$ cat config.mk
export PLATFORM = sky130hd
export DESIGN_NAME = ssp_top
export DESIGN_NICKNAME = d
export VERILOG_FILES = /design/src/logic/ssp_top.v /design/src/logic/ssp_fifo.v
export VERILOG_INCLUDE_DIRS = /design/src /design/src/include
export SDC_FILE = /design/constraint.sdc
export NUM_CORES = 1
export LEC_CHECK = 0
export BUFFER_PORTS_ARGS = -buffer_cell sky130_fd_sc_hd__buf_4
export CAP_MARGIN = 15
export CORE_MARGIN = 2
export CORE_UTILIZATION = 55
export CTS_CLUSTER_DIAMETER = 150
export DETAILED_ROUTE_END_ITERATION = 6
export HOLD_SLACK_MARGIN = 0.06
export PLACE_DENSITY = 0.8
export SETUP_SLACK_MARGIN = 0.1
export SLEW_MARGIN = 0
export SYNTH_ARGS = -nofsm -noshare
export SYNTH_HDL_FRONTEND = slang
export SYNTH_SLANG_ARGS = --single-unit
$ cat constraint.sdc
create_clock -name ref_clk_i -period 3.65 [get_ports ref_clk_i]
set_clock_uncertainty 0.05 [all_clocks]
set_input_delay 0.365 -clock ref_clk_i [delete_from_list [all_inputs] [get_ports ref_clk_i]]
set_output_delay 0.365 -clock ref_clk_i [all_outputs]
set_load 0.05 [all_outputs]
$ cat src/include/ssp_defs.vh
// Purpose: Register map, field positions and timing counts of the
//          synchronous serial port.
// Assumes: APB byte addresses, 32-bit words.
// Notes:   Definitions only.
`ifndef SSP_DEFS_VH
`define SSP_DEFS_VH

// ----------------------------------------------------------------
// Register offsets
// ----------------------------------------------------------------
`define SSP_AW 12
`define SSP_OFF_CFG 12'h000
`define SSP_OFF_CTL 12'h004
`define SSP_OFF_DATA 12'h008
`define SSP_OFF_STAT 12'h00C
`define SSP_OFF_PRE 12'h010
`define SSP_OFF_IM 12'h014
`define SSP_OFF_RIS 12'h018
`define SSP_OFF_MIS 12'h01C
`define SSP_OFF_ICR 12'h020

// ----------------------------------------------------------------
// Fields
// ----------------------------------------------------------------
`define SSP_CTL_LB 0
`define SSP_CTL_EN 1
`define SSP_CTL_MS 2
`define SSP_CFG_SIZE_HI 3
`define SSP_CFG_FMT_HI 5
`define SSP_CFG_FMT_LO 4
`define SSP_FMT_CMD 2'h2
`define SSP_IRQ_TX 3
`define SSP_IRQ_RX 2
`define SSP_IRQ_RT 1
`define SSP_IRQ_ROR 0

// ----------------------------------------------------------------
// Sizes and reset values
// ----------------------------------------------------------------
`define SSP_WORD_BITS 5'h10
`define SSP_CMD_BITS 5'h08
`define SSP_MIN_SIZE_CODE 4'h3
`define SSP_CTL_RST 3'h0
`define SSP_CFG_RST 6'h00
`define SSP_PRE_RST 7'h00
`define SSP_IM_RST 4'h0
`define SSP_RTO_TICKS 7'h40

`endif

$ cat src/logic/ssp_top.v
// Purpose: Synchronous serial port with APB registers and FIFOs.
// Assumes: Serial pins are synchronous to ref_clk_i.
// Notes:   Serial mode: clock idles low, data changes on the falling
//          edge and is sampled on the rising edge, MSB first.
// Contract
// - Control bit 2: 0 master, 1 slave; written only while disabled.
// - Control bit 1 enables serial frames; 0 halts serial operation.
// - Control bit 0 loops the transmit shifter into the receive shifter.
// - Data bits 15:0; read pops receive FIFO, write pushes transmit.
// - Transmitter loads one entry into the shifter, shifts at bit rate.
// - Short frames: words right-justified, upper transmit bits ignored.
// - Short frames: received words stored right-justified.
// - Command format sends only the low byte; receive uses data size.
// - Clearing the enable never flushes either FIFO.
// - Status bit 4 is busy: frame active or transmit FIFO not empty.
// - Status bit 3 receive full, bit 2 receive not empty; reset 0.
// - Status bit 1 transmit has space, bit 0 transmit empty; reset 1.
// - Prescale divisor bits 7:0 divide the clock for the bit clock.
// - Divisor bit 0 is hardwired to zero.
// - Interrupt mask is read/write, resets 0, 1 unmasks.
// - Interrupt bit 3 tx at most half full, bit 2 rx at least half.
// - Interrupt bit 1 receive time-out, bit 0 receive overflow.
// - Raw status ignores writes; transmit bit resets 1, others 0.
// - Masked status is raw AND mask, read-only, resets zero.
// - Writing 1 to clear register bits clears time-out or overflow.
`include "ssp_defs.vh"
`timescale 1ns/1ns
module ssp_top #(
    parameter DEPTH = 8,
    parameter AW = 3
) (
    input wire ref_clk_i,
    input wire reset_n_i,
    input wire [11:0] paddr_i,
    input wire psel_i,
    input wire penable_i,
    input wire pwrite_i,
    input wire [31:0] pwdata_i,
    output reg [31:0] prdata_o,
    output reg pready_o,
    output reg pslverr_o,
    output reg serial_bit_clock_o,
    output reg serial_bit_clock_oe_o,
    input wire serial_bit_clock_i,
    output reg frame_sel_n_o,
    output reg frame_sel_oe_o,
    input wire frame_sel_n_i,
    output wire serial_out_pin_o,
    output reg serial_out_oe_o,
    input wire serial_in_i,
    output reg irq_o
);

    // ------------------------------------------------------------
    // Declarations
    // ------------------------------------------------------------
    localparam ST_IDLE = 3'b001;
    localparam ST_XFER = 3'b010;
    localparam ST_DONE = 3'b100;
    localparam [AW:0] HALF = DEPTH / 2;

    reg [2:0] ctl_q;
    reg [5:0] cfg_q;
    reg [6:0] pre_q;
    reg [3:0] im_q;
    reg rto_q;
    reg ror_q;
    reg [2:0] state_q;
    reg [15:0] tx_sh_q;
    reg [15:0] rx_sh_q;
    reg [4:0] bit_q;
    reg last_q;
    reg [6:0] div_q;
    reg [6:0] rto_cnt_q;
    reg sclk_prev_q;
    reg fss_prev_q;
    reg [31:0] rd_mux;
    reg tx_pop;
    reg rx_push;

    wire setup = psel_i & ~penable_i;
    wire done = psel_i & penable_i & pready_o;
    wire wr = done & pwrite_i;
    wire rd = done & ~pwrite_i;
    wire hit = (paddr_i[1:0] == 2'b00) & (paddr_i <= `SSP_OFF_ICR);
    wire en = ctl_q[`SSP_CTL_EN];
    wire master = ~ctl_q[`SSP_CTL_MS];
    wire cmd_fmt = (cfg_q[`SSP_CFG_FMT_HI:`SSP_CFG_FMT_LO] == `SSP_FMT_CMD);
    wire [15:0] tx_head;
    wire [15:0] rx_head;
    wire [AW:0] tx_cnt;
    wire [AW:0] rx_cnt;
    wire tx_full;
    wire tx_empty;
    wire rx_full;
    wire rx_empty;
    wire [4:0] size_bits;
    wire [4:0] skip_bits;
    wire [4:0] total_bits;
    wire tick;
    wire rise;
    wire fall;
    wire rx_in;
    wire [3:0] raw;
    wire tx_push = wr & (paddr_i == `SSP_OFF_DATA);
    wire rx_pop = rd & (paddr_i == `SSP_OFF_DATA);
    wire busy = ~state_q[0] | ~tx_empty;

    // ------------------------------------------------------------
    // Functions
    // ------------------------------------------------------------
    // Frame width from the size code; reserved codes act as 4 bits
    function [4:0] ssp_bits;
        input [3:0] code;
        begin
            if (code < `SSP_MIN_SIZE_CODE) begin
                ssp_bits = {1'b0, `SSP_MIN_SIZE_CODE} + 5'h01;
            end else begin
                ssp_bits = {1'b0, code} + 5'h01;
            end
        end
    endfunction

    // Moves the low len bits to the top; the unused upper bits drop out
    function [15:0] ssp_align;
        input [15:0] word;
        input [4:0] len;
        begin
            ssp_align = word << (`SSP_WORD_BITS - len);
        end
    endfunction

    // ------------------------------------------------------------
    // FIFOs
    // ------------------------------------------------------------
    // Eight by sixteen each; enable never touches them
    ssp_fifo #(.WIDTH(16), .DEPTH(DEPTH), .AW(AW)) u_tx_fifo (
        .clk_i(ref_clk_i),
        .reset_n_i(reset_n_i),
        .push_i(tx_push),
        .wdata_i(pwdata_i[15:0]),
        .pop_i(tx_pop),
        .rdata_o(tx_head),
        .count_o(tx_cnt),
        .full_o(tx_full),
        .empty_o(tx_empty)
    );

    ssp_fifo #(.WIDTH(16), .DEPTH(DEPTH), .AW(AW)) u_rx_fifo (
        .clk_i(ref_clk_i),
        .reset_n_i(reset_n_i),
        .push_i(rx_push),
        .wdata_i(rx_sh_q),
        .pop_i(rx_pop),
        .rdata_o(rx_head),
        .count_o(rx_cnt),
        .full_o(rx_full),
        .empty_o(rx_empty)
    );

    // ------------------------------------------------------------
    // Read multiplexer
    // ------------------------------------------------------------
    assign raw = {tx_cnt <= HALF, rx_cnt >= HALF, rto_q, ror_q};

    // Register read view, reserved bits zero
    always @* begin
        rd_mux = 32'h0000_0000;
        case (paddr_i)
            `SSP_OFF_CFG: rd_mux[5:0] = cfg_q;
            `SSP_OFF_CTL: rd_mux[2:0] = ctl_q;
            `SSP_OFF_DATA: rd_mux[15:0] = rx_head;
            `SSP_OFF_STAT: rd_mux[4:0] = {busy, rx_full, ~rx_empty,
                ~tx_full, tx_empty};
            `SSP_OFF_PRE: rd_mux[7:0] = {pre_q, 1'b0};
            `SSP_OFF_IM: rd_mux[3:0] = im_q;
            `SSP_OFF_RIS: rd_mux[3:0] = raw;
            `SSP_OFF_MIS: rd_mux[3:0] = raw & im_q;
            default: rd_mux = 32'h0000_0000;
        endcase
    end

    // ------------------------------------------------------------
    // APB slave
    // ------------------------------------------------------------
    // Zero wait states: data and ready are set up during setup phase
    always @(posedge ref_clk_i) begin
        if (!reset_n_i) begin
            pready_o <= 1'b0;
            prdata_o <= 32'h0000_0000;
            pslverr_o <= 1'b0;
        end else begin
            pready_o <= setup;
            pslverr_o <= setup & ~hit;
            if (setup) begin
                prdata_o <= rd_mux;
            end else begin
                prdata_o <= 32'h0000_0000;
            end
        end
    end

    // Control, config, prescale and mask writes
    always @(posedge ref_clk_i) begin
        if (!reset_n_i) begin
            ctl_q <= `SSP_CTL_RST;
            cfg_q <= `SSP_CFG_RST;
            pre_q <= `SSP_PRE_RST;
            im_q <= `SSP_IM_RST;
        end else if (wr) begin
            case (paddr_i)
                `SSP_OFF_CFG: cfg_q <= pwdata_i[5:0];
                `SSP_OFF_CTL: begin
                    ctl_q[`SSP_CTL_EN] <= pwdata_i[`SSP_CTL_EN];
                    ctl_q[`SSP_CTL_LB] <= pwdata_i[`SSP_CTL_LB];
                    if (!en) begin
                        ctl_q[`SSP_CTL_MS] <= pwdata_i[`SSP_CTL_MS];
                    end
                end
                `SSP_OFF_PRE: pre_q <= pwdata_i[7:1];
                `SSP_OFF_IM: im_q <= pwdata_i[3:0];
                default: ctl_q <= ctl_q;
            endcase
        end
    end

    // ------------------------------------------------------------
    // Bit rate
    // ------------------------------------------------------------
    // Half-period tick every divisor/2 clocks; bit rate is clk/divisor
    assign tick = ({1'b0, div_q} + 8'h01 >= {1'b0, pre_q});

    always @(posedge ref_clk_i) begin
        if (!reset_n_i || tick) begin
            div_q <= 7'h00;
        end else begin
            div_q <= div_q + 7'h01;
        end
    end

    // Edges come from our own clock as master, from the pin as slave
    assign rise = master ? (tick & ~serial_bit_clock_o)
        : (serial_bit_clock_i & ~sclk_prev_q);
    assign fall = master ? (tick & serial_bit_clock_o)
        : (~serial_bit_clock_i & sclk_prev_q);
    assign rx_in = ctl_q[`SSP_CTL_LB] ? tx_sh_q[15] : serial_in_i;
    assign serial_out_pin_o = tx_sh_q[15];

    // ------------------------------------------------------------
    // Frame engine
    // ------------------------------------------------------------
    assign size_bits = ssp_bits(cfg_q[`SSP_CFG_SIZE_HI:0]);
    assign skip_bits = cmd_fmt ? `SSP_CMD_BITS : 5'h00;
    assign total_bits = skip_bits + size_bits;

    // Pop and push strobes decided by the engine state
    always @* begin
        tx_pop = 1'b0;
        rx_push = state_q[2];
        if (state_q[0] && en) begin
            if (master) begin
                tx_pop = ~tx_empty;
            end else begin
                tx_pop = fss_prev_q & ~frame_sel_n_i & ~tx_empty;
            end
        end
    end

    always @(posedge ref_clk_i) begin
        if (!reset_n_i) begin
            state_q <= ST_IDLE;
            tx_sh_q <= 16'h0000;
            rx_sh_q <= 16'h0000;
            bit_q <= 5'h00;
            last_q <= 1'b0;
            serial_bit_clock_o <= 1'b0;
            frame_sel_n_o <= 1'b1;
            sclk_prev_q <= 1'b0;
            fss_prev_q <= 1'b1;
        end else begin
            sclk_prev_q <= serial_bit_clock_i;
            fss_prev_q <= frame_sel_n_i;
            case (state_q)
                ST_IDLE: begin
                    tx_sh_q <= 16'h0000;
                    bit_q <= 5'h00;
                    last_q <= 1'b0;
                    serial_bit_clock_o <= 1'b0;
                    frame_sel_n_o <= 1'b1;
                    if (en && (tx_pop || (!master && fss_prev_q
                            && !frame_sel_n_i))) begin
                        // Command format sends the low byte only
                        tx_sh_q <= cmd_fmt
                            ? ssp_align(tx_head, `SSP_CMD_BITS)
                            : ssp_align(tx_head, size_bits);
                        if (!tx_pop) begin
                            tx_sh_q <= 16'h0000;
                        end
                        rx_sh_q <= 16'h0000;
                        frame_sel_n_o <= ~master;
                        state_q <= ST_XFER;
                    end
                end
                ST_XFER: begin
                    if (master && tick) begin
                        serial_bit_clock_o <= ~serial_bit_clock_o;
                    end
                    if (rise) begin
                        if (bit_q >= skip_bits) begin
                            rx_sh_q <= {rx_sh_q[14:0], rx_in};
                        end
                        bit_q <= bit_q + 5'h01;
                        if (bit_q + 5'h01 == total_bits) begin
                            last_q <= 1'b1;
                            if (!master) begin
                                state_q <= ST_DONE;
                            end
                        end
                    end
                    if (fall) begin
                        tx_sh_q <= {tx_sh_q[14:0], 1'b0};
                        if (master && last_q) begin
                            state_q <= ST_DONE;
                        end
                    end
                    // Disable or dropped select abandons the frame
                    if (!en || (!master && frame_sel_n_i)) begin
                        state_q <= ST_IDLE;
                    end
                end
                ST_DONE: begin
                    frame_sel_n_o <= 1'b1;
                    serial_bit_clock_o <= 1'b0;
                    tx_sh_q <= 16'h0000;
                    state_q <= ST_IDLE;
                end
                default: state_q <= ST_IDLE;
            endcase
        end
    end

    // Pin drivers: clock and select only as master, data as master or selected slave, all while enabled
    always @(posedge ref_clk_i) begin
        if (!reset_n_i) begin
            serial_bit_clock_oe_o <= 1'b0;
            frame_sel_oe_o <= 1'b0;
            serial_out_oe_o <= 1'b0;
        end else begin
            serial_bit_clock_oe_o <= en & master;
            frame_sel_oe_o <= en & master;
            serial_out_oe_o <= en & (master | ~frame_sel_n_i);
        end
    end

    // ------------------------------------------------------------
    // Interrupt conditions
    // ------------------------------------------------------------
    // Sticky time-out and overflow; a new event beats a clear
    always @(posedge ref_clk_i) begin
        if (!reset_n_i) begin
            rto_q <= 1'b0;
            ror_q <= 1'b0;
            rto_cnt_q <= 7'h00;
            irq_o <= 1'b0;
        end else begin
            if (wr && paddr_i == `SSP_OFF_ICR) begin
                if (pwdata_i[`SSP_IRQ_RT]) begin
                    rto_q <= 1'b0;
                end
                if (pwdata_i[`SSP_IRQ_ROR]) begin
                    ror_q <= 1'b0;
                end
            end
            if (rx_push && rx_full) begin
                ror_q <= 1'b1;
            end
            // Idle with unread data for a fixed number of ticks
            if (rx_empty || rx_push || rx_pop || !state_q[0]) begin
                rto_cnt_q <= 7'h00;
            end else if (tick && rto_cnt_q != `SSP_RTO_TICKS) begin
                rto_cnt_q <= rto_cnt_q + 7'h01;
                if (rto_cnt_q + 7'h01 == `SSP_RTO_TICKS) begin
                    rto_q <= 1'b1;
                end
            end
            irq_o <= |(raw & im_q);
        end
    end

endmodule

$ cat src/logic/ssp_fifo.v
// Purpose: Small synchronous FIFO with a registered head word.
// Assumes: Push when full and pop when empty are ignored.
// Notes:   rdata_o always holds the oldest entry.
`timescale 1ns/1ns
module ssp_fifo #(
    parameter WIDTH = 16,
    parameter DEPTH = 8,
    parameter AW = 3
) (
    input wire clk_i,
    input wire reset_n_i,
    input wire push_i,
    input wire [WIDTH-1:0] wdata_i,
    input wire pop_i,
    output reg [WIDTH-1:0] rdata_o,
    output wire [AW:0] count_o,
    output wire full_o,
    output wire empty_o
);

    reg [WIDTH-1:0] mem [0:DEPTH-1];
    reg [AW-1:0] wr_ptr_q;
    reg [AW-1:0] rd_ptr_q;
    reg [AW:0] count_q;
    wire do_push;
    wire do_pop;
    wire [AW-1:0] rd_ptr_d;

    assign full_o = (count_q == DEPTH[AW:0]);
    assign empty_o = (count_q == {(AW+1){1'b0}});
    assign count_o = count_q;
    assign do_push = push_i & ~full_o;
    assign do_pop = pop_i & ~empty_o;
    assign rd_ptr_d = do_pop ? rd_ptr_q + 1'b1 : rd_ptr_q;

    // Storage and pointers; head is refetched with write bypass
    always @(posedge clk_i) begin
        if (do_push) begin
            mem[wr_ptr_q] <= wdata_i;
        end
        if (!reset_n_i) begin
            wr_ptr_q <= {AW{1'b0}};
            rd_ptr_q <= {AW{1'b0}};
            count_q <= {(AW+1){1'b0}};
            rdata_o <= {WIDTH{1'b0}};
        end else begin
            if (do_push) begin
                wr_ptr_q <= wr_ptr_q + 1'b1;
            end
            rd_ptr_q <= rd_ptr_d;
            count_q <= count_q + {{AW{1'b0}}, do_push}
                - {{AW{1'b0}}, do_pop};
            if (do_push && (wr_ptr_q == rd_ptr_d)) begin
                rdata_o <= wdata_i;
            end else begin
                rdata_o <= mem[rd_ptr_d];
            end
        end
    end

endmodule

==> results of run 1 <==
==> through the flow <==
step / util, % / worst slack, ns / instance area [sq um] / total power (uW) / hold WS (ns)
floorplan: - / 0.131 / 18200 / 5120 / 0.356
global placement: 59.1 / 0.534 / 19200 / 5200 / 0.363
detailed placement: 59.1 / 0.445 / 19200 / 5200 / 0.366
CTS: 63.9 / 0.431 / 20800 / 9460 / 0.0618
global route: 63.9 / 0.169 / 20800 / 9670 / 0.0743
finish: 63.9 / 0.367 / 20800 / 9420 / 0.0673
==> cell type report <==
type,instances,share of cell area (%)
tap,442,2.66
multi-input combinational,908,33.1
clock buffer,58,5.93
clock inverter,20,0.890
timing repair buffer,125,4.93
sequential,410,51.8
inverter,38,0.686
==> timing repair <==
| action | CTS | global route |
|---|---|---|
| hold buffers | 15 | 0 |
| hold endpoints to repair | 107 | 0 |
| buffers inserted | 0 | 0 |
==> synth_stat cells, types with 11 or more instances <==
cell type                  number
sky130_fd_sc_hd__nor2b_1       30
sky130_fd_sc_hd__nand3_1       36
sky130_fd_sc_hd__a211oi_1      34
sky130_fd_sc_hd__o221ai_2      12
sky130_fd_sc_hd__a31oi_1       11
sky130_fd_sc_hd__o21ai_0       29
sky130_fd_sc_hd__nor3_1        19
sky130_fd_sc_hd__mux2i_1      140
sky130_fd_sc_hd__nor2_1        90
sky130_fd_sc_hd__and2_1        16
sky130_fd_sc_hd__nand4_1       20
sky130_fd_sc_hd__buf_2         25
sky130_fd_sc_hd__inv_1         37
sky130_fd_sc_hd__o22ai_1       24
sky130_fd_sc_hd__nand2b_1      14
sky130_fd_sc_hd__o221a_1       17
sky130_fd_sc_hd__o221ai_1      19
sky130_fd_sc_hd__edfxtp_1     256
sky130_fd_sc_hd__clkbuf_1      52
sky130_fd_sc_hd__o211ai_1      18
sky130_fd_sc_hd__ha_1          34
sky130_fd_sc_hd__xor2_1        14
sky130_fd_sc_hd__mux4_2        16
sky130_fd_sc_hd__buf_4         18
sky130_fd_sc_hd__a21oi_1       71
sky130_fd_sc_hd__o221a_2       13
sky130_fd_sc_hd__dfxtp_1      154
sky130_fd_sc_hd__xnor2_1       20
sky130_fd_sc_hd__nand2_1       80
==> cell families (layout without fill, tap and decap cells) <==
kind of cell | after synthesis | count (layout) | share of synthesized area (%)
DFF | 410 | 410 | 59.3
buffers and inverters | 141 | 241 | 3.58
xor gates and xnor gates | 37 | 37 | 1.91
other | 1 | 16 | 0.0207
adders and majority gates | 36 | 36 | 2.56
and+or+nand+nor | 362 | 362 | 10.4
muxes | 163 | 163 | 10.1
AOI/OAI and AO/OA | 294 | 294 | 12.1
==> sequential cells by signal (all words and copies together), names as in the netlist, 5 cells and up <==
register / flops
u_rx_fifo.mem: 128
u_tx_fifo.mem: 128
prdata_o: 16
rx_sh_q: 16
tx_sh_q: 16
u_rx_fifo.rdata_o: 16
u_tx_fifo.rdata_o: 16
div_q: 7
pre_q: 7
rto_cnt_q: 7
cfg_q: 6
bit_q: 5
==> metal layers <==
metal / vias to the layer above / global-route usage, %
met5: - / 0
met4: 0 / 7.59
met3: 73 / 3.68
met2: 389 / 41.0
met1: 5999 / 30.3
li1: 5622 / -
==> worst max-delay path: cells and delay by family (launching register included) <==
| kind | cells | cell delay [ns] |
|---|---|---|
| mux | 1 | 0.53 |
| compound gates | 3 | 0.89 |
| flops | 1 | 0.31 |
| simple gates | 2 | 1.08 |
| fa+ha+maj | 1 | 0.18 |
| buf+inv | 1 | 0.10 |
==> where the power goes <==
group / leakage, uW / switching [uW] / internal, uW / total [uW]
logic: 0.00371 / 134 / 66.4 / 200
clock network: 0.000704 / 1780 / 2520 / 4300
registers: 0.00328 / 14.0 / 4900 / 4920
==> worst max path at each step <==
stage,from,to,slack [ns],cells past startpoint
after floorplan,cfg_q[1],tx_sh_q[15],0.13,14
final,u_tx_fifo.count_o[2],u_tx_fifo.rdata_o[11],0.37,8
after global routing,u_tx_fifo.count_o[2],u_tx_fifo.rdata_o[11],0.17,8
after global placement,u_rx_fifo.count_o[2],u_rx_fifo.rdata_o[1],0.53,10
after detailed placement,u_tx_fifo.count_o[2],u_tx_fifo.rdata_o[11],0.44,8
after CTS,u_tx_fifo.count_o[2],u_tx_fifo.rdata_o[11],0.43,8
==> impl_metrics.json, run 1 <==
{
  "fp.dieH_microns": 186,
  "post_synth_num_cell_types": 80,
  "cts_resized": 0,
  "antenna_violating_nets_post_route": 0,
  "cell_taking_the_most_area_after_synthesis": "sky130_fd_sc_hd__edfxtp_1",
  "worst-slew-pin-transition_ns": 1.07,
  "drt_first_iter_violations": 872,
  "ys_seq_elements": 410,
  "numPlacedInstances": 1908,
  "unrepaired_setup_endpoints_after_global_routing": "no",
  "globalRouteTotalUtil_pct": 23.6,
  "count_of_fill_cells_added_during_filler_insertion": 2378,
  "hold_path.startpoint": "reset_n_i",
  "final_common_cell": "sky130_fd_sc_hd__edfxtp_1",
  "area_of_all_sequential_standard_cells_sq_mm": 0.0108,
  "global_route.overflow_total": 0,
  "dr_total_vias": 12100,
  "min_delay_path_depth": 3,
  "wl_met2_microns": 20600,
  "met1_length_microns": 16800,
  "avgSynthCellArea_sq_um": 12.6,
  "timing.critical_path.fanout_max": 15,
  "grt_pass1_wl_microns": 63300,
  "worst_r2r_startpoint": "u_tx_fifo.count_o[2]",
  "grt_antenna_before_repair": 0,
  "io_buffer_count": 60,
  "max_freq_ghz": 0.305,
  "ctsHtreeMaxLevel": 2,
  "drt_first_pass_iters": 6,
  "criticalPathCategory": "reg -> reg",
  "number_of_enable_flip_flop_cells_after_synthesis": 256,
  "arrival_ns": 3.66,
  "detailed_place_hpwl_microns": 25000,
  "cap_viol_max_count": 0,
  "final.period_utilization_pct": 89.9,
  "setup_total_negative_slack_ns": 0,
  "slew_viol_final": 0,
  "timing.critical_path.cells": "inv_1 > ha_1 > nor3b_1 > a211o_1 > mux2i_4 > nand2b_1 > o221ai_1 > o221a_2",
  "outcome": "complete, no violations",
  "startpoint_types": "register",
  "drive_gt1_share_pct": 16.9,
  "design.final.nets": 1613,
  "top_layer_used": "met4",
  "worst_hold_path.endpoint": "frame_sel_oe_o",
  "post_drt_wl_per_cell_microns": 20.2,
  "met3WireLength_microns": 2230,
  "final.min_clock_period_ns": 3.28,
  "gp_congestion": 0.940,
  "slew_headroom_pct": 28.2,
  "critical_path_required_ns": 4.03,
  "clock_path_buffers": 3,
  "clock_latency_ns": 0.56,
  "cts_root_buffer": "sky130_fd_sc_hd__clkbuf_16",
  "die_w_microns": 186,
  "seq_total_area_yosys_pct": 59.3,
  "cts_tree": "yes",
  "clock_sink_count": 410,
  "floorplan.rows": 66,
  "ir_worst_vdd_v": 0.000418,
  "area_occupied_by_multi_input_gates_sq_mm": 0.00689,
  "first_global_vias": 11800,
  "vias_per_instance": 6.04,
  "detail_route.wirelength_microns": 40500,
  "mostFrequentLayoutCells": "256 x sky130_fd_sc_hd__edfxtp_1, 154 x sky130_fd_sc_hd__dfxtp_1, 139 x sky130_fd_sc_hd__mux2i_1",
  "start_util_pct": 55.8,
  "element_type_at_the_critical_path_end": "register",
  "final-setup-viol-count": 0,
  "worst_r2r_endpoint": "u_tx_fifo.rdata_o[11]",
  "synthToLayoutAreaGrowth_pct": 14.5,
  "critPathMaxStageDelay_ns": 0.65,
  "finalHoldViolations": 0,
  "post_layout_nonfiller_instances": 2001,
  "netlist_top_cells_area": "sky130_fd_sc_hd__edfxtp_1 42%, sky130_fd_sc_hd__dfxtp_1 17%, sky130_fd_sc_hd__mux2i_1 7.7%, sky130_fd_sc_hd__ha_1 2.3%, sky130_fd_sc_hd__mux4_2 2.0%",
  "synthesis.instances": 1444,
  "design.core.area_sq_mm": 0.0325,
  "cts.clk_slew.worst_paths_ns": 0.06,
  "worst_r2r_path_depth": 8,
  "synth_ff_type": "sky130_fd_sc_hd__edfxtp_1",
  "static-leakage-power_uw": 0.00770,
  "floorplan.die_area_sq_mm": 0.0345,
  "grt_start_max_net_pins": 78,
  "crit_slowest_cell": "sky130_fd_sc_hd__nand2b_1",
  "antenna_cells_inserted": 0,
  "yosysTopAreaCellShare_pct": 42.3,
  "syn-cell-area_sq_mm": 0.0182,
  "synth_async_sr_flop_share_pct": 0,
  "yosysWarningCount": 0,
  "power_per_cell_area_mw_per_mm2": 453,
  "tritoncts.num_buffers": 42,
  "reg2reg_setup_slack_ns": 0.37,
  "detail_route.drc_violations": 0,
  "io_pins": 93,
  "min-delay-path-class": "in -> reg"
}
Note: power is estimated with default switching activity, not from simulation.
==> run 2: changes to the inputs <==
--- a/config.mk
+++ b/config.mk
@@ -13,9 +13,10 @@
 export CTS_CLUSTER_DIAMETER = 150
 export DETAILED_ROUTE_END_ITERATION = 6
 export HOLD_SLACK_MARGIN = 0.06
-export PLACE_DENSITY = 0.8
+export PLACE_DENSITY = 0.79
 export SETUP_SLACK_MARGIN = 0.1
 export SLEW_MARGIN = 0
 export SYNTH_ARGS = -nofsm -noshare
 export SYNTH_HDL_FRONTEND = slang
+export SYNTH_HIERARCHICAL = 1
 export SYNTH_SLANG_ARGS = --single-unit
==> run 2 against run 1 <==
Against the previous run:
- sequential share of layout area fell by 5.3 points
- flip-flop and latch count stayed put
- clock-buffer cell count decreased by 5
- hold slack better by 0.085 ns
- sequential power is essentially flat
- clock power increased by 5.6%
- critical path depth up 1
- power rose by 6.0%
- cell count is 12% higher
- design area grew 11%
- highest routed layer unchanged
==> impl_metrics.json, run 2 <==
{
  "cap_viol_max_count": 0,
  "design_power_total_uw": 9990,
  "worst_r2r_startpoint": "cfg_q[1]",
  "post_layout_nonfiller_instances": 2238,
  "final.setup.worst_slack_ns": 0.292,
  "crit_slowest_cell": "sky130_fd_sc_hd__o31ai_1",
  "worst-slew-pin-transition_ns": 0.981,
  "globalRouteTotalUtil_pct": 26.4,
  "floorplan.rows": 70,
  "post_synth_num_cell_types": 89,
  "synthesis.instances": 1647,
  "cts_tree": "yes",
  "clock_latency_ns": 0.60,
  "count_of_fill_cells_added_during_filler_insertion": 2692,
  "drive_gt1_share_pct": 18.8,
  "synth_async_sr_flop_share_pct": 0,
  "timing.critical_path.fanout_max": 14,
  "cts.clk_slew.worst_paths_ns": 0.06,
  "post_drt_wl_per_cell_microns": 22.6,
  "detail_route.drc_violations": 0,
  "cts_root_buffer": "sky130_fd_sc_hd__clkbuf_16",
  "fp.dieH_microns": 196,
  "io_buffer_count": 60,
  "final_common_cell": "sky130_fd_sc_hd__edfxtp_1",
  "design.final.nets": 1821,
  "slew_viol_final": 0,
  "grt_antenna_before_repair": 1,
  "final.min_clock_period_ns": 3.36,
  "floorplan.die_area_sq_mm": 0.0384,
  "design.core.area_sq_mm": 0.0364,
  "first_global_vias": 14500,
  "drt_first_pass_iters": 6,
  "outcome": "complete, no violations",
  "final-setup-viol-count": 0,
  "io_pins": 93,
  "seq_total_area_yosys_pct": 53.1,
  "worst_hold_path.endpoint": "prdata_o[4]",
  "start_util_pct": 55.7,
  "ir_worst_vdd_v": 0.000400,
  "final.period_utilization_pct": 92.0,
  "antenna_cells_inserted": 0,
  "die_w_microns": 196,
  "detailed_place_hpwl_microns": 32500,
  "syn-cell-area_sq_mm": 0.0203,
  "largest_registers": "u_rx_fifo/mem (128), u_tx_fifo/mem (128)",
  "worst_r2r_endpoint": "tx_sh_q[15]",
  "cell_family_with_the_largest_share_of_critical_path_delay": "compound AO/OA/AOI/OAI gates",
  "critical_path_required_ns": 4.07,
  "cell_taking_the_most_area_after_synthesis": "sky130_fd_sc_hd__edfxtp_1",
  "numPlacedInstances": 2134,
  "static-leakage-power_uw": 0.00765,
  "number_of_enable_flip_flop_cells_after_synthesis": 256,
  "area_of_all_sequential_standard_cells_sq_mm": 0.0108,
  "global_route.overflow_total": 0,
  "timing.critical_path.cells": "ha_1 > o31ai_1 > ha_2 > a21o_1 > o211a_2 > mux4_2 > mux2i_1 > o221ai_1 > a32o_1",
  "synthToLayoutAreaGrowth_pct": 14.2,
  "worst_r2r_path_depth": 9,
  "max_freq_ghz": 0.298,
  "gp_congestion": 0.927,
  "synth_ff_type": "sky130_fd_sc_hd__edfxtp_1",
  "avgSynthCellArea_sq_um": 12.3,
  "min-delay-path-class": "in -> reg",
  "min_delay_path_depth": 2,
  "critPathBufInv": 0,
  "unrepaired_setup_endpoints_after_global_routing": "no",
  "post_synth_most_frequent_cells": "256 x sky130_fd_sc_hd__edfxtp_1, 154 x sky130_fd_sc_hd__dfxtp_1, 109 x sky130_fd_sc_hd__mux2i_1, 92 x sky130_fd_sc_hd__a21oi_1, 81 x sky130_fd_sc_hd__mux4_2",
  "tritoncts.num_buffers": 43,
  "dp_slack_ns": 0.176,
  "netlist_top_cells_area": "sky130_fd_sc_hd__edfxtp_1 38%, sky130_fd_sc_hd__dfxtp_1 15%, sky130_fd_sc_hd__mux4_2 9.0%, sky130_fd_sc_hd__mux2i_1 5.4%, sky130_fd_sc_hd__a22oi_1 2.4%",
  "ys_seq_elements": 410,
  "grt_start_max_net_pins": 89,
  "setup_total_negative_slack_ns": 0,
  "ctsHtreeMaxLevel": 2,
  "synthMostInstantiatedCell": "sky130_fd_sc_hd__edfxtp_1",
  "slew_headroom_pct": 34.6,
  "startpoint_types": "register",
  "yosysTopAreaCellShare_pct": 37.9,
  "critPathMaxStageDelay_ns": 0.48,
  "dr_total_vias": 14400,
  "grt_pass1_wl_microns": 78800,
  "clock_sink_count": 410,
  "clock_path_buffers": 3,
  "vias_per_instance": 6.43,
  "area_occupied_by_multi_input_gates_sq_mm": 0.00885,
  "criticalPathCategory": "reg -> reg",
  "drt_first_iter_violations": 1132,
  "detail_route.wirelength_microns": 50600,
  "finalHoldViolations": 0,
  "final.hold.worst_slack_ns": 0.152,
  "reg2reg_setup_slack_ns": 0.29,
  "mostFrequentLayoutCells": "256 x sky130_fd_sc_hd__edfxtp_1, 152 x sky130_fd_sc_hd__dfxtp_1, 134 x sky130_fd_sc_hd__buf_4",
  "power_per_cell_area_mw_per_mm2": 431,
  "yosysWarningCount": 6,
  "crit_path_start": "cfg_q[1]",
  "element_type_at_the_critical_path_end": "register",
  "arrival_ns": 3.78,
  "antenna_violating_nets_post_route": 0,
  "hold_path.startpoint": "paddr_i[4]"
}
run 2: kinds of logic (layout without fill, tap and decap cells):
kind of cell    after synthesis  in the layout  synth area share [%]
fa+ha+maj                    34             34                  2.17
simple gates                383            383                  10.3
flops                       410            410                  53.1
mux                         194            194                  14.7
other cells                   1             16                0.0185
compound gates              409            409                  14.2
xor+xnor                     35             35                  1.65
buf+inv                     181            289                  3.93
run 2: layout make-up:
type	instances	area share, %
inverters	50	0.810
repair buffers	159	5.56
multi-input cells	1071	38.2
clock buffers	53	4.99
flip-flops and latches	410	46.5
well taps	468	2.53
clock inverters	27	1.39
run 2: what timing repair did:
action	CTS	global route
endpoints found under the hold margin	136	0
buffers inserted	0	3
hold buffers	21	0
gates resized for setup	0	6
endpoints found under the setup margin	0	38
run 2: how the worst max path moves through the flow:
stage | to | slack, ns | depth (start not counted)
after floorplan | u_tx_fifo/count_o[2] | 0.33 | 17
after global placement | u_tx_fifo/rdata_o[15] | 0.27 | 15
after detailed placement | u_tx_fifo/rdata_o[15] | 0.18 | 14
after CTS | u_tx_fifo/rdata_o[15] | 0.16 | 14
after global routing | rx_sh_q[11] | 0.13 | 11
final | tx_sh_q[15] | 0.29 | 9
run 2: through the flow:
step / instance area (sq um) / utilization [%]
floorplan: 20400 / -
finish: 23200 / 63.6
global placement: 21400 / 58.8
global route: 23200 / 63.6
CTS: 23100 / 63.4
detailed placement: 21400 / 58.8
run 2: power breakdown:
part | switching (uW) | internal, uW | total [uW]
logic | 301 | 209 | 511
registers | 21.9 | 4910 | 4930
clock network | 1850 | 2690 | 4540
run 2: routing by layer:
layer | track usage, % | vias to the layer above | wire [microns] | share of wire, %
li1 | - | 6490 | - | -
met1 | 32.5 | 7131 | 19400 | 38
met2 | 46.0 | 611 | 25600 | 51
met3 | 3.92 | 152 | 3660 | 7.2
met4 | 12.7 | 0 | 1990 | 3.9
met5 | 0 | - | 0 | 0
